<file path="src/logic/pwm_pkg.sv">
// Shared constants and types for the single-channel 10-bit PWM unit.
// Assumes a 32-bit AXI4-Lite register bus and one system clock.
package pwm_pkg;

  // Bus shape. Each register is one aligned word at byte address index * 4.
  localparam int DATA_W = 32;
  localparam int REG_SPAN_BITS = 5;
  localparam logic [3:0] REG_NONE = 4'h8;

  // Register word indices.
  localparam logic [2:0] IDX_COUNT = 3'h0;
  localparam logic [2:0] IDX_PERIOD = 3'h1;
  localparam logic [2:0] IDX_TBCTL = 3'h2;
  localparam logic [2:0] IDX_DUTYW = 3'h3;
  localparam logic [2:0] IDX_SHADOW = 3'h4;
  localparam logic [2:0] IDX_MODCTL = 3'h5;
  localparam logic [2:0] IDX_TSELA = 3'h6;
  localparam logic [2:0] IDX_TSELB = 3'h7;

  // Field positions in the time base control register.
  localparam int TB_PRE_LSB = 0;
  localparam int TB_RUN_BIT = 2;
  localparam int TB_POST_LSB = 3;
  localparam int TB_FLAG_BIT = 7;
  localparam int TB_CFG_W = 7;

  // Field positions in the module control register.
  localparam int MC_MODE_LSB = 0;
  localparam int MC_MODE_TOP_LSB = 2;
  localparam int MC_DUTY_LSB = 4;
  localparam int MC_DRIVE_BIT = 7;
  localparam logic [1:0] MODE_PWM = 2'h3;
  localparam logic [3:0] MODE_OFF = 4'h0;

  // Prescale select codes and the last sub-count of each factor (4 * factor - 1).
  localparam logic [1:0] PRE_1 = 2'h0;
  localparam logic [1:0] PRE_4 = 2'h1;
  localparam logic [5:0] SUB_LAST_1 = 6'h03;
  localparam logic [5:0] SUB_LAST_4 = 6'h0f;
  localparam logic [5:0] SUB_LAST_16 = 6'h3f;

  // Reset values.
  localparam logic [7:0] PERIOD_RESET = 8'hff;
  localparam logic [7:0] REG8_RESET = 8'h00;

  // Bus responses.
  localparam logic [1:0] RESP_OKAY = 2'h0;
  localparam logic [1:0] RESP_SLVERR = 2'h2;

  // Ten-bit duty: eight upper bits and the two hidden low bits.
  typedef struct packed {
    logic [7:0] high;
    logic [1:0] low;
  } duty_type;

  typedef enum logic [1:0] {
    RD_IDLE = 2'b01,
    RD_RESP = 2'b10
  } rd_state_type;

endpackage

</file>
<file path="src/logic/ccp_pwm_10bit.sv">
// Single-channel 10-bit PWM generator with its 8-bit period timer and AXI4-Lite registers.
// Assumes the bus master follows AXI4-Lite and that clock is the oscillator clock.
//
// Overview of operation
// - Time base is the 8-bit timer count extended by two prescaler/phase bits.
// - The period comes from the software-written 8-bit period limit register.
// - When the count equals the limit, the next increment clears the count.
// - That rollover sets the output pin, unless the duty value is zero.
// - Each rollover in PWM mode copies the written duty value into the duty shadow.
// - The postscaler never changes the PWM period; it only paces a flag.
// - Duty is eight bits from the duty register plus control bits 5:4.
// - High time equals duty times oscillator period times prescale factor.
// - Duty writes are accepted anytime but applied only at period end.
// - In PWM mode the duty shadow ignores software writes.
// - Shadow plus hidden two-bit latch double-buffer the duty without glitches.
// - Output clears when shadow duty with latch equals the 10-bit time base.
// - Duty beyond the period never clears the output; it stays high.
// - Prescale factors of 1, 4 or 16 are offered.
//
// Local design decisions: the AXI4-Lite interface to the registers and the register offsets.
`timescale 1ns/1ps
`default_nettype none

module ccp_pwm_10bit
  import pwm_pkg::*;
#(
  parameter int ADDR_W = 8
) (
  // Clock, reset and clock enable.
  input wire logic clock,
  input wire logic sys_rst,
  input wire logic clockEn,
  // AXI4-Lite write address and data.
  input wire logic awvalid,
  output logic awready,
  input wire logic [ADDR_W-1:0] awaddr,
  input wire logic [2:0] awprot,
  input wire logic wvalid,
  output logic wready,
  input wire logic [DATA_W-1:0] wdata,
  input wire logic [DATA_W/8-1:0] wstrb,
  // AXI4-Lite write response.
  output logic bvalid,
  input wire logic bready,
  output logic [1:0] bresp,
  // AXI4-Lite read.
  input wire logic arvalid,
  output logic arready,
  input wire logic [ADDR_W-1:0] araddr,
  input wire logic [2:0] arprot,
  output logic rvalid,
  input wire logic rready,
  output logic [DATA_W-1:0] rdata,
  output logic [1:0] rresp,
  // PWM output pin.
  output logic pwmOutputPin,
  output logic pwmOutputPinOe
);

  if (ADDR_W < REG_SPAN_BITS) begin : gen_addr_check
    $error("ADDR_W must cover the register span");
  end

  function automatic logic [3:0] decodeReg(input logic [ADDR_W-1:0] a);
    decodeReg = REG_NONE;
    if ((a >> REG_SPAN_BITS) == '0 && a[1:0] == 2'b00) begin
      decodeReg = {1'b0, a[4:2]};
    end
  endfunction

  function automatic logic [5:0] subLast(input logic [1:0] pre);
    unique case (pre)
      PRE_1: subLast = SUB_LAST_1;
      PRE_4: subLast = SUB_LAST_4;
      default: subLast = SUB_LAST_16;
    endcase
  endfunction

  // The two low bits run at one step per prescale factor of oscillator cycles.
  function automatic logic [1:0] lowBits(input logic [5:0] sub, input logic [1:0] pre);
    unique case (pre)
      PRE_1: lowBits = sub[1:0];
      PRE_4: lowBits = sub[3:2];
      default: lowBits = sub[5:4];
    endcase
  endfunction

  // Registers.
  logic [7:0] count_r;
  logic [7:0] period_r;
  logic [TB_CFG_W-1:0] tbCtl_r;
  logic postFlag_r;
  logic [7:0] dutyWrite_r;
  logic [7:0] modCtl_r;
  logic [7:0] tselA_r;
  logic [7:0] tselB_r;
  duty_type shadow_r;
  logic [5:0] sub_r;
  logic [3:0] post_r;
  logic pwmPin_r;
  logic pwmPinOe_r;

  // Bus state.
  logic awready_r;
  logic wready_r;
  logic awHave_r;
  logic wHave_r;
  logic [ADDR_W-1:0] awAddr_r;
  logic [7:0] wData_r;
  logic wStrb0_r;
  logic bvalid_r;
  logic [1:0] bresp_r;
  rd_state_type rdState_r;
  logic arready_r;
  logic rvalid_r;
  logic [DATA_W-1:0] rdata_r;
  logic [1:0] rresp_r;

  // Control decode.
  wire logic [1:0] preSel = tbCtl_r[TB_PRE_LSB +: 2];
  wire logic runOn = tbCtl_r[TB_RUN_BIT];
  wire logic [3:0] postSel = tbCtl_r[TB_POST_LSB +: 4];
  wire logic pwmMode = modCtl_r[MC_MODE_TOP_LSB +: 2] == MODE_PWM;
  wire logic modeOff = modCtl_r[MC_MODE_LSB +: 4] == MODE_OFF;
  duty_type dutyNew;
  assign dutyNew = '{high: dutyWrite_r, low: modCtl_r[MC_DUTY_LSB +: 2]};

  // Timer events.
  wire logic subEnd = sub_r >= subLast(preSel);
  wire logic tick = clockEn && runOn && subEnd;
  wire logic atLimit = count_r == period_r;
  wire logic rollEv = tick && atLimit;
  wire logic [9:0] timeBase = {count_r, lowBits(sub_r, preSel)};
  wire logic matchEv = clockEn && pwmMode && timeBase == shadow_r;
  wire logic postEnd = post_r == postSel;
  wire logic postEv = rollEv && postEnd;

  // Write decode.
  wire logic wrFire = clockEn && awHave_r && wHave_r && !bvalid_r;
  wire logic [3:0] wrIdx = decodeReg(awAddr_r);
  wire logic wrEn = wrFire && wStrb0_r;
  wire logic wrCount = wrEn && wrIdx == {1'b0, IDX_COUNT};
  wire logic wrPeriod = wrEn && wrIdx == {1'b0, IDX_PERIOD};
  wire logic wrTb = wrEn && wrIdx == {1'b0, IDX_TBCTL};
  wire logic wrDutyW = wrEn && wrIdx == {1'b0, IDX_DUTYW};
  wire logic wrShadow = wrEn && wrIdx == {1'b0, IDX_SHADOW};
  wire logic wrModCtl = wrEn && wrIdx == {1'b0, IDX_MODCTL};
  wire logic wrTselA = wrEn && wrIdx == {1'b0, IDX_TSELA};
  wire logic wrTselB = wrEn && wrIdx == {1'b0, IDX_TSELB};

  // Read decode.
  wire logic [3:0] rdIdx = decodeReg(araddr);
  wire logic rdHit = rdIdx != REG_NONE;
  wire logic [7:0] rdByte =
    (rdIdx == {1'b0, IDX_COUNT}) ? count_r :
    (rdIdx == {1'b0, IDX_PERIOD}) ? period_r :
    (rdIdx == {1'b0, IDX_TBCTL}) ? {postFlag_r, tbCtl_r} :
    (rdIdx == {1'b0, IDX_DUTYW}) ? dutyWrite_r :
    (rdIdx == {1'b0, IDX_SHADOW}) ? shadow_r.high :
    (rdIdx == {1'b0, IDX_MODCTL}) ? modCtl_r :
    (rdIdx == {1'b0, IDX_TSELA}) ? tselA_r :
    (rdIdx == {1'b0, IDX_TSELB}) ? tselB_r : REG8_RESET;

  // Period timer: a software write to the count restarts the prescaler.
  always_ff @(posedge clock) begin
    if (sys_rst) begin
      count_r <= REG8_RESET;
      sub_r <= '0;
    end else if (clockEn) begin
      if (wrCount) begin
        count_r <= wData_r;
        sub_r <= '0;
      end else if (runOn) begin
        if (subEnd) begin
          sub_r <= '0;
          count_r <= atLimit ? REG8_RESET : count_r + 8'h01;
        end else begin
          sub_r <= sub_r + 6'h01;
        end
      end
    end
  end

  // Software registers.
  always_ff @(posedge clock) begin
    if (sys_rst) begin
      period_r <= PERIOD_RESET;
      tbCtl_r <= '0;
      dutyWrite_r <= REG8_RESET;
      modCtl_r <= REG8_RESET;
      tselA_r <= REG8_RESET;
      tselB_r <= REG8_RESET;
    end else if (clockEn) begin
      if (wrPeriod) period_r <= wData_r;
      if (wrTb) tbCtl_r <= wData_r[TB_CFG_W-1:0];
      if (wrDutyW) dutyWrite_r <= wData_r;
      if (wrModCtl) modCtl_r <= wData_r;
      if (wrTselA) tselA_r <= wData_r;
      if (wrTselB) tselB_r <= wData_r;
    end
  end

  // Postscaler paces only its own flag; a new event wins over a clearing write.
  always_ff @(posedge clock) begin
    if (sys_rst) begin
      post_r <= '0;
      postFlag_r <= 1'b0;
    end else if (clockEn) begin
      if (wrTb) begin
        post_r <= '0;
      end else if (rollEv) begin
        post_r <= postEnd ? 4'h0 : post_r + 4'h1;
      end
      postFlag_r <= postEv || (wrTb ? (wData_r[TB_FLAG_BIT] && postFlag_r) : postFlag_r);
    end
  end

  // Duty shadow and hidden low latch.
  always_ff @(posedge clock) begin
    if (sys_rst) begin
      shadow_r <= '0;
    end else if (clockEn) begin
      if (modeOff) begin
        shadow_r <= '0;
      end else if (rollEv && pwmMode) begin
        shadow_r <= dutyNew;
      end else if (wrShadow && !pwmMode) begin
        shadow_r.high <= wData_r;
      end
    end
  end

  // Output pin: set at rollover, cleared on the duty match.
  always_ff @(posedge clock) begin
    if (sys_rst) begin
      pwmPin_r <= 1'b0;
      pwmPinOe_r <= 1'b0;
    end else if (clockEn) begin
      pwmPinOe_r <= pwmMode && modCtl_r[MC_DRIVE_BIT];
      if (!pwmMode) begin
        pwmPin_r <= 1'b0;
      end else if (rollEv) begin
        pwmPin_r <= dutyNew != '0;
      end else if (matchEv) begin
        pwmPin_r <= 1'b0;
      end
    end
  end

  // Write channel: address and data taken in either order, answered after both.
  always_ff @(posedge clock) begin
    if (sys_rst) begin
      awready_r <= 1'b1;
      wready_r <= 1'b1;
      awHave_r <= 1'b0;
      wHave_r <= 1'b0;
      awAddr_r <= '0;
      wData_r <= REG8_RESET;
      wStrb0_r <= 1'b0;
      bvalid_r <= 1'b0;
      bresp_r <= RESP_OKAY;
    end else if (clockEn) begin
      if (awvalid && awready_r) begin
        awAddr_r <= awaddr;
        awHave_r <= 1'b1;
        awready_r <= 1'b0;
      end
      if (wvalid && wready_r) begin
        wData_r <= wdata[7:0];
        wStrb0_r <= wstrb[0];
        wHave_r <= 1'b1;
        wready_r <= 1'b0;
      end
      if (wrFire) begin
        bvalid_r <= 1'b1;
        bresp_r <= (wrIdx != REG_NONE) ? RESP_OKAY : RESP_SLVERR;
        awHave_r <= 1'b0;
        wHave_r <= 1'b0;
      end
      if (bvalid_r && bready) begin
        bvalid_r <= 1'b0;
        awready_r <= 1'b1;
        wready_r <= 1'b1;
      end
    end
  end

  // Read channel.
  always_ff @(posedge clock) begin
    if (sys_rst) begin
      rdState_r <= RD_IDLE;
      arready_r <= 1'b1;
      rvalid_r <= 1'b0;
      rdata_r <= '0;
      rresp_r <= RESP_OKAY;
    end else if (clockEn) begin
      unique case (rdState_r)
        RD_IDLE: begin
          if (arvalid) begin
            rdata_r <= {{(DATA_W-8){1'b0}}, rdByte};
            rresp_r <= rdHit ? RESP_OKAY : RESP_SLVERR;
            rvalid_r <= 1'b1;
            arready_r <= 1'b0;
            rdState_r <= RD_RESP;
          end
        end
        RD_RESP: begin
          if (rready) begin
            rvalid_r <= 1'b0;
            arready_r <= 1'b1;
            rdState_r <= RD_IDLE;
          end
        end
        default: begin
          rdState_r <= RD_IDLE;
          arready_r <= 1'b1;
          rvalid_r <= 1'b0;
        end
      endcase
    end
  end

  assign awready = awready_r;
  assign wready = wready_r;
  assign bvalid = bvalid_r;
  assign bresp = bresp_r;
  assign arready = arready_r;
  assign rvalid = rvalid_r;
  assign rdata = rdata_r;
  assign rresp = rresp_r;
  assign pwmOutputPin = pwmPin_r;
  assign pwmOutputPinOe = pwmPinOe_r;

  // Helper for the period check: cycles since the last rollover with untouched setup.
  logic [15:0] periodCnt_r;
  logic cleanWin_r;
  wire logic [15:0] expectedPeriod =
    (16'(period_r) + 16'h0001) * (16'(subLast(preSel)) + 16'h0001);

  always_ff @(posedge clock) begin
    if (sys_rst) begin
      periodCnt_r <= '0;
      cleanWin_r <= 1'b0;
    end else if (clockEn) begin
      if (rollEv) begin
        periodCnt_r <= '0;
        cleanWin_r <= !wrCount;
      end else begin
        if (runOn) periodCnt_r <= periodCnt_r + 16'h0001;
        if (wrCount || wrPeriod || wrTb || !runOn) cleanWin_r <= 1'b0;
      end
    end
  end
endmodule

`default_nettype wire

</file>
<file path="config.mk">
export PLATFORM = sky130hd
export DESIGN_NAME = ccp_pwm_10bit
export DESIGN_NICKNAME = d
export VERILOG_FILES = /design/src/logic/pwm_pkg.sv /design/src/logic/ccp_pwm_10bit.sv
export SDC_FILE = /design/constraint.sdc
export NUM_CORES = 1
export LEC_CHECK = 0
export BUFFER_PORTS_ARGS = -buffer_cell sky130_fd_sc_hd__buf_2
export CELL_PAD_IN_SITES_DETAIL_PLACEMENT = 1
export CELL_PAD_IN_SITES_GLOBAL_PLACEMENT = 2
export CORE_MARGIN = 4
export CORE_UTILIZATION = 35
export DETAILED_ROUTE_END_ITERATION = 8
export PLACE_DENSITY_LB_ADDON = 0.1
export SLEW_MARGIN = 20
export SYNTH_ARGS = -nofsm -noshare
export SYNTH_HDL_FRONTEND = slang
export SYNTH_SLANG_ARGS = --single-unit
</file>
<file path="constraint.sdc">
create_clock -name clock -period 4.8 [get_ports clock]
set_input_delay 0 -clock clock [delete_from_list [all_inputs] [get_ports clock]]
set_output_delay 0 -clock clock [all_outputs]
set_load 0.03 [all_outputs]
</file>
==> results of run 1 <==
-- layer usage --
metal  share of wire  GRT usage
met1            0.47      0.280
met3           0.036     0.0218
met4          0.0091     0.0442
met2            0.49      0.342
met5               0          0
-- sequential cells by signal, summed over array words and instances (netlist names), 2 cells and up --
name         flops
shadow_r        10
awAddr_r         8
count_r          8
dutyWrite_r      8
modCtl_r         8
period_r         8
rdata            8
tselA_r          8
tselB_r          8
wData_r          8
tbCtl_r          7
sub_r            6
post_r           4
rdState_r        2
-- critical path, stage by stage (launching register included) --
cell and delay (ns):
dfxtp_1 0.50, inv_1 0.11, ha_1 0.31, o21a_1 0.20, o211ai_1 0.19, a211oi_1 0.75
mux2i_1 0.16, a211oi_1 0.27
-- power breakdown --
part           switching (W)  total [W]  internal [W]
clock               0.000350   0.000746      0.000396
sequential         0.0000222   0.000962      0.000939
combinational       0.000109   0.000161     0.0000524
total               0.000481    0.00187       0.00139
-- worst paths after layout --
check	endpoint	slack, ns	cells after the start
max reg2reg	count_r[0]	2.22	7
min reg2reg	awAddr_r[6]	0.46	2
min	rdState_r[1]	0.03	4
max	count_r[0]	2.22	7
-- through the flow --
stage / worst slack [ns] / hold slack (ns)
3_5_place_dp: 2.23 / 0.253
3_3_place_gp: 2.31 / 0.242
2_1_floorplan: 2.62 / 0.136
5_1_grt: 1.93 / 0.0368
6_report: 2.22 / 0.0306
4_1_cts: 2.21 / 0.0281
-- cell usage in the layout (no fill, tap or decap), types with 5 or more instances in the layout --
| cell | netlist | routed |
|---|---|---|
| a21oi_1 | 73 | 73 |
| a22o_1 | 5 | 5 |
| and3_1 | 7 | 7 |
| buf_2 | 5 | 49 |
| clkbuf_16 | 0 | 9 |
| conb_1 | 1 | 26 |
| dfxtp_1 | 112 | 112 |
| dlygate4sd3_1 | 0 | 22 |
| ha_1 | 5 | 5 |
| inv_1 | 21 | 21 |
| mux2i_1 | 23 | 23 |
| mux4_2 | 8 | 8 |
| nand2_1 | 132 | 132 |
| nand2b_1 | 17 | 17 |
| nand3_1 | 19 | 19 |
| nor2_1 | 54 | 54 |
| nor2b_1 | 5 | 5 |
| nor3_1 | 5 | 5 |
| nor4_1 | 8 | 7 |
| o211ai_1 | 7 | 7 |
| o21a_1 | 8 | 8 |
| o21ai_0 | 21 | 21 |
| o221ai_1 | 8 | 8 |
| o41ai_1 | 5 | 5 |
| xnor2_1 | 10 | 10 |
| xor2_1 | 19 | 19 |
-- kinds of logic after synthesis --
group / after synthesis
AND/OR/NAND/NOR: 291
adder cells (fa/ha/maj): 5
buffers and inverters: 94
XOR/XNOR: 29
other: 1
multiplexers: 31
flip-flops: 112
AO/OA/AOI/OAI: 161
-- final cells by class --
cell class | count | share of cell area
multi-input combinational | 543 | 0.497
sequential | 112 | 0.335
timing repair buffer | 73 | 0.0719
tap | 220 | 0.0412
clock buffer | 14 | 0.0410
inverter | 21 | 0.0118
clock inverter | 2 | 0.00187
==> summary.txt, run 1 <==
Critical Path Source Type: register
Syn Area/Cell: 8.23 um^2
Period Utilization, post-route: 0.538
GRT Total Usage: 0.202
TritonCTS clock tree: yes
Syn-to-layout area delta: 12.2%
Pwr/cell area: 280 nW/um^2
Fin nets: 831
FFs w/ async S/R, synth: 0
Max-slew violations: 0
Synth warn: 0
Vias/cell: 5.34
Hold Violations, Final: 0
Final wirelength: 19500 um
Critical Path AT: 2.84 ns
Setup violations, final: 0
Required @ worst endpoint: 5.06 ns
Initial DRC count: 327
Clock slew at reported path FFs: 0.07 ns
Minimum clock period: 2.58 ns
Share of cells above drive strength 1: 0.120
H-tree depth: 3
Mux contribution to synthesized area: 0.0689
Mapped Area: 5960 um^2
Die ar.: 19200 um^2
Fill count: 2006
Xor and xnor area share after synthesis: 0.0426
Synth top area share: 0.376
Flops & latches, synth: 112
Max VDD drop: 0.160 mV
Largest cells by area after synthesis: dfxtp_1 (38%), nand2_1 (8.3%), a21oi_1 (6.1%)
Clk_skew: 0.00688 ns
Number of global-route vias before repair: 5354
PortBufs: 49
Placed Area: 6170 um^2
Setup Buffers After CTS: 0
RSZ-0062 raised after global routing: no
Hold_buf cts: 22
Clk root buf: clkbuf_16
Commonest cells in the netlist: nand2_1 (132), dfxtp_1 (112), a21oi_1 (73), nor2_1 (54), clkbuf_1 (33)
Bufs on Longest Clock Path: 2
FF-to-FF Start: tbCtl_r[1]
GRT overflow: 0
Final Cell Area: 6680 um^2
Crit end category: register
Die Span Y: 138 um
EDFF count, synth: 0
Design Power: 0.00187 W
Ant diodes: 0
Max transition margin: 0.423
Adder-cell share of the synthesized area: 0.0105
Hold_sp: rready
Leak: 2.58 nW
Crit path kind: register to register
Clock Sinks: 112
DR WL/cell: 19.8 um
Cells after Synth: 724
First-pass GRT wire length: 31000 um
Max Cap Violations: 0
CTS resizes: 0
Max frequency: 387 MHz
Register Area: 2240 um^2
Worst hold-check path type: primary input to register
Multi-input gate area: 3320 um^2
Synth area leader: dfxtp_1
Initial antenna violation count: 0
Final core occ: 0.402
Top FF cell, synth: dfxtp_1
Clk_lat worst skew: 0.35 ns
Starting Density: 0.358
Core area: 16600 um^2
Hpwl dp: 14200 um
Largest net degree at the start of global routing: 76
Setup tns final: 0 ns
Number of buffers created by CTS: 9
Row count: 47
Count leader, synth: nand2_1
Residual DRC: 0
Status: complete, no violations
Simple-Gate Fraction of Synth Area: 0.247
Crit. Startpoint: tbCtl_r[1]
Routability cong.: 0.798
DRT Pass-1 Iters: 4
Antenna viol nets, final: 0
Ports: 109
Crit-path max FO: 9
Slew @ Worst Pin: 0.860 ns
Detailed-route via count: 5260
Seq/Total Area, Yosys: 0.376
# placed instances: 947
Layout Cells excl Fill: 985
Largest family of logic cells by synthesized area: simple AND/OR/NAND/NOR gates
Synth unique cells: 67
Die W: 138 um
Synth Area in Compound Gates: 0.171
(Power assumes the default switching activity.)
==> run 2: changes to the inputs <==
--- a/config.mk
+++ b/config.mk
@@ -9,7 +9,7 @@
 export CELL_PAD_IN_SITES_DETAIL_PLACEMENT = 1
 export CELL_PAD_IN_SITES_GLOBAL_PLACEMENT = 2
 export CORE_MARGIN = 4
-export CORE_UTILIZATION = 35
+export CORE_UTILIZATION = 33
 export DETAILED_ROUTE_END_ITERATION = 8
 export PLACE_DENSITY_LB_ADDON = 0.1
 export SLEW_MARGIN = 20
==> constraint.sdc (replaced) <==
create_clock -name clock -period 2.57 [get_ports clock]
set_input_delay 0 -clock clock [delete_from_list [all_inputs] [get_ports clock]]
set_output_delay 0 -clock clock [all_outputs]
set_load 0.03 [all_outputs]
==> summary.txt, run 2 (synthesized netlist as in run 1, its figures left out) <==
Status: complete, no violations
Cell family with most CP delay: compound AO/OA/AOI/OAI gates
# placed instances: 977
Max FFs per register: 10
Number of buffers created by CTS: 9
RSZ-0062 raised after global routing: no
Antenna viol nets, final: 0
Clk_lat worst skew: 0.37 ns
Starting Density: 0.341
Hold Violations, Final: 0
GR Util met3: 0.0306
Met1 usage: 0.271
Slowest CP cell: a211oi_1
TritonCTS clock tree: yes
Crit-path cells: ha_1 -> a2bb2oi_1 -> o221a_2 -> a211oi_1 -> mux2i_1 -> a211oi_1
Initial DRC count: 253
Required @ worst endpoint: 2.85 ns
H-tree depth: 3
GRT Total Usage: 0.198
Vias/cell: 5.28
Crit path kind: register to register
Die W: 142 um
R2R cell count: 6
Syn-to-layout area delta: 15.4%
Crit end category: register
Detailed-route via count: 5353
Ports: 109
Clk root buf: clkbuf_16
Row count: 48
PortBufs: 49
Largest net degree at the start of global routing: 42
Hold_sp: rready
CP dominant cell by count: a211oi_1
Leak: 2.70 nW
Clk_skew: 0.0106 ns
Minimum clock period: 2.37 ns
Die Span Y: 142 um
Final wirelength: 19900 um
Critical Path AT: 2.65 ns
Max frequency: 422 MHz
Period Utilization, post-route: 0.923
CP Buf/Inv Count: 0
First-pass GRT wire length: 31000 um
Die ar.: 20300 um^2
Worst hold-check path type: primary input to register
Residual DRC: 0
Crit. Startpoint: sub_r[0]
Layout Cells excl Fill: 1013
Initial antenna violation count: 0
Most common cell after layout, fill and taps aside: nand2_1
Max-slew violations: 0
Setup tns final: 0 ns
Ant diodes: 0
Number of global-route vias before repair: 5394
Pwr/cell area: 518 nW/um^2
Biggest register: shadow_r
Max transition margin: 0.366
Fin nets: 854
DR WL/cell: 19.6 um
Crit. path cell count: 6
Clock slew at reported path FFs: 0.08 ns
Crit-path max FO: 7
Fill count: 2107
Bufs on Longest Clock Path: 2
Most frequent cells in the layout: nand2_1 (132), dfxtp_1 (112), a21oi_1 (73)
Setup violations, final: 0
Share of cells above drive strength 1: 0.151
Max Cap Violations: 0
Met2 GRT Util: 0.329
Max VDD drop: 0.365 mV
GRT overflow: 0
Routability cong.: 0.845
GRT busiest layer: met2
Hpwl dp: 14800 um
Critical Path Source Type: register
FF-to-FF Start: sub_r[0]
DRT Pass-1 Iters: 4
Slew @ Worst Pin: 0.945 ns
WHS Path Cells: 4
Worst path max stage delay: 0.80 ns
Core area: 17500 um^2
Clock Sinks: 112
Final hold slack: 0.00903 ns
==> run 2: cell types whose count changed in the layout (fill, tap and decap cells not counted), sizes merged <==
| cell | previous run | this run |
|---|---|---|
| clkbuf | 14 | 9 |
| dlygate4sd3 | 22 | 20 |
| inv | 21 | 24 |
| clkinv | 1 | 3 |
| buf | 51 | 76 |
==> run 2: worst reg2reg max path, stage by stage (launching register included) <==
cell and delay, ns:
dfxtp_1 0.42, ha_1 0.23, a2bb2oi_1 0.08, o221a_2 0.33
a211oi_1 0.81, mux2i_1 0.16, a211oi_1 0.26
==> run 2: what timing repair did <==
| action | 4_1_cts | 5_1_grt |
|---|---|---|
| gates resized for setup | 0 | 0 |
| setup endpoints to repair | 0 | 0 |
| buffers inserted | 0 | 0 |
| hold buffers | 20 | 0 |
| endpoints found under the hold margin | 20 | 0 |
==> run 2: path summary, 6_finish.rpt <==
path,slack (ns),endpoint
setup reg to reg,0.20,count_r[0]
hold / removal,0.009,rdState_r[0]
setup / recovery,0.20,count_r[0]
hold reg to reg,0.46,tselA_r[6]
==> run 2: layout make-up <==
cell class	count	area, um^2	area share
flip-flops and latches	112	2240	0.326
multi-input cells	543	3320	0.483
clock buffers	9	225	0.0328
inverters	21	78.8	0.0115
clock inverters	7	77.6	0.0113
well taps	225	282	0.0410
repair buffers	96	648	0.0943
==> run 2: stage by stage <==
stage               utilization  cell area (um^2)  setup slack, ns  total power, W
finish                    0.393              6870            0.198         0.00356
global route              0.393              6870           0.0571         0.00370
CTS                       0.393              6870            0.226         0.00360
detailed placement        0.365              6370            0.239         0.00212
global placement          0.365              6370            0.240         0.00212
floorplan                     -              6050            0.392         0.00206
==> run 2: power breakdown <==
part	switching, W	internal [W]
Combinational	0.000209	0.000101
Clock	0.000767	0.000693
Sequential	0.0000386	0.00175
==> run 2: per-layer routing <==
| metal | wire (um) | up-vias |
|---|---|---|
| met4 | 294 | 0 |
| met1 | 9300 | 2640 |
| met3 | 812 | 20 |
| met5 | 0 | - |
| li1 | - | 2598 |
| met2 | 9460 | 95 |
==> run 3: changes to the inputs <==
--- a/config.mk
+++ b/config.mk
@@ -5,11 +5,12 @@
 export SDC_FILE = /design/constraint.sdc
 export NUM_CORES = 1
 export LEC_CHECK = 0
+export ABC_AREA = 1
 export BUFFER_PORTS_ARGS = -buffer_cell sky130_fd_sc_hd__buf_2
 export CELL_PAD_IN_SITES_DETAIL_PLACEMENT = 1
 export CELL_PAD_IN_SITES_GLOBAL_PLACEMENT = 2
 export CORE_MARGIN = 4
-export CORE_UTILIZATION = 33
+export CORE_UTILIZATION = 31
 export DETAILED_ROUTE_END_ITERATION = 8
 export PLACE_DENSITY_LB_ADDON = 0.1
 export SLEW_MARGIN = 20
==> summary.txt, run 3 <==
Status: complete, no violations
Clock Sinks: 112
Worst path max stage delay: 0.43 ns
Ant diodes: 0
Max transition margin: 0.538
FFs w/ async S/R, synth: 0
Max VDD drop: 0.300 mV
Cells after Synth: 825
Critical Path AT: 2.36 ns
Initial DRC count: 261
Final core occ: 0.365
Count leader, synth: nand2_1
Row count: 50
Pwr/cell area: 539 nW/um^2
GRT Total Usage: 0.186
Critical Path Source Type: register
DRT Pass-1 Iters: 4
Number of buffers created by CTS: 9
GRT overflow: 0
Setup violations, final: 0
Commonest cells in the netlist: nand2_1 (153), nor2_1 (115), dfxtp_1 (112), inv_1 (72), a21oi_1 (58)
CP dominant cell by count: nand2_1
Hold Violations, Final: 0
Crit-path cells: inv_2 -> ha_1 -> a31o_2 -> nand2_1 -> nand2_2 -> nand3b_4 -> nand3_2 -> nand2_4 -> nand2_1 -> nand2_1 -> nor2_1
Synth warn: 0
Die ar.: 21600 um^2
Max Cap Violations: 0
Number of global-route vias before repair: 5635
Max-slew violations: 0
Max frequency: 478 MHz
Crit-path max FO: 19
Clk root buf: clkbuf_16
PortBufs: 49
Top FF cell, synth: dfxtp_1
Period Utilization, post-route: 0.815
Syn Area/Cell: 7.24 um^2
Max FFs per register: 10
Setup Buffers After CTS: 0
Ports: 109
Die W: 147 um
Largest net degree at the start of global routing: 35
RSZ-0062 raised after global routing: no
Clock slew at reported path FFs: 0.08 ns
H-tree depth: 3
Most common cell after layout, fill and taps aside: nand2_1
Synth unique cells: 50
Clk_lat worst skew: 0.37 ns
Slew @ Worst Pin: 0.691 ns
Residual DRC: 0
EDFF count, synth: 0
Biggest register: shadow_r
Synth area leader: dfxtp_1
DR WL/cell: 17.3 um
Hpwl dp: 14700 um
Flops & latches, synth: 112
Starting Density: 0.317
Die Span Y: 147 um
Share of cells above drive strength 1: 0.149
Fin nets: 958
Design Power: 0.00370 W
First-pass GRT wire length: 31400 um
Fill count: 2387
Most frequent cells in the layout: nand2_1 (153), nor2_1 (115), dfxtp_1 (112)
Worst hold-check path type: primary input to register
Mapped Area: 5970 um^2
Initial antenna violation count: 0
Multi-input gate area: 3150 um^2
Setup tns final: 0 ns
Antenna viol nets, final: 0
Final wirelength: 20000 um
Vias/cell: 4.82
Synth top area share: 0.375
Syn-to-layout area delta: 15.1%
Bufs on Longest Clock Path: 2
Slowest CP cell: dfxtp_1
Core area: 18800 um^2
Seq/Total Area, Yosys: 0.375
CTS resizes: 0
Minimum clock period: 2.09 ns
Detailed-route via count: 5557
Leak: 2.95 nW
Required @ worst endpoint: 2.84 ns
Largest cells by area after synthesis: dfxtp_1 (38%), nand2_1 (9.6%), nor2_1 (7.2%)
Crit path kind: register to register
Routability cong.: 0.787
Crit end category: register
Register Area: 2240 um^2
TritonCTS clock tree: yes
Clk_skew: 0.0129 ns
-- run 3: cell count changes after synthesis, moves of 9 or more --
cell,change
nand2_1,+21
clkbuf_1,-18
nor2_4,+9
mux2i_1,-23
nand3_1,+20
nor2_2,+9
o21ai_0,+19
a21oi_1,-15
nand2b_1,-17
nand4_1,+16
a211oi_1,+31
inv_1,+51
nor2_1,+61
-- run 3: path summary, 6_finish.rpt --
| path | slack (ns) | to | start | cells after the start |
|---|---|---|---|---|
| max | 0.48 | shadow_r[7] | tbCtl_r[1] | 11 |
| min | 0.07 | rdState_r[0] | rready | 3 |
| max reg2reg | 0.48 | shadow_r[7] | tbCtl_r[1] | 11 |
| min reg2reg | 0.46 | awAddr_r[6] | awAddr_r[6] | 2 |
-- run 3: logic make-up after synthesis --
group,count (synthesis),synth area share
other,1,0.000628
AOI/OAI and AO/OA,159,0.160
and+or+nand+nor,389,0.310
buffers and inverters,139,0.113
DFF,112,0.375
xor gates and xnor gates,20,0.0306
adders and majority gates,5,0.0105
-- run 3: through the flow --
| step | hold WS, ns | instance area [um^2] | std cells | setup WS, ns |
|---|---|---|---|---|
| 2_1_floorplan | 0.193 | 6070 | 850 | 0.827 |
| 5_1_grt | 0.0962 | 6870 | 1152 | 0.275 |
| 4_1_cts | 0.0631 | 6870 | 1152 | 0.449 |
| 3_3_place_gp | 0.282 | 6380 | 1118 | 0.529 |
| 6_report | 0.0675 | 6870 | 1152 | 0.476 |
| 3_5_place_dp | 0.292 | 6380 | 1118 | 0.478 |
-- run 3: routing by layer --
layer | vias to the layer above | GRT usage | wire (um)
met5 | - | 0 | 0
li1 | 2800 | - | -
met2 | 91 | 0.312 | 9460
met1 | 2647 | 0.250 | 9600
met3 | 19 | 0.0342 | 632
met4 | 0 | 0.0400 | 261
-- run 3: cell type report --
class	instances	share of cell area
Sequential cell	112	0.326
Clock buffer	9	0.0328
Multi-Input combinational cell	599	0.458
Inverter	84	0.0461
Tap cell	260	0.0473
Clock inverter	7	0.0124
Timing Repair Buffer	81	0.0772
-- run 3: timing repair --
item,4_1_cts,5_1_grt
setup endpoints to repair,0,0
endpoints found under the hold margin,20,0
hold buffers,18,0
-- run 3: critical path: cells and delay by family, from the launching register on --
kind	cells	cell delay [ns]
AND/OR/NAND/NOR	8	0.91
buffers and inverters	1	0.10
flip-flops	1	0.43
AO/OA/AOI/OAI	1	0.25
adder cells (fa/ha/maj)	1	0.29
-- run 3: power by group --
| group | internal (W) | switching, W |
|---|---|---|
| Combinational | 0.000103 | 0.000291 |
| Sequential | 0.00177 | 0.0000208 |
| Clock | 0.000779 | 0.000739 |
| Total | 0.00265 | 0.00105 |
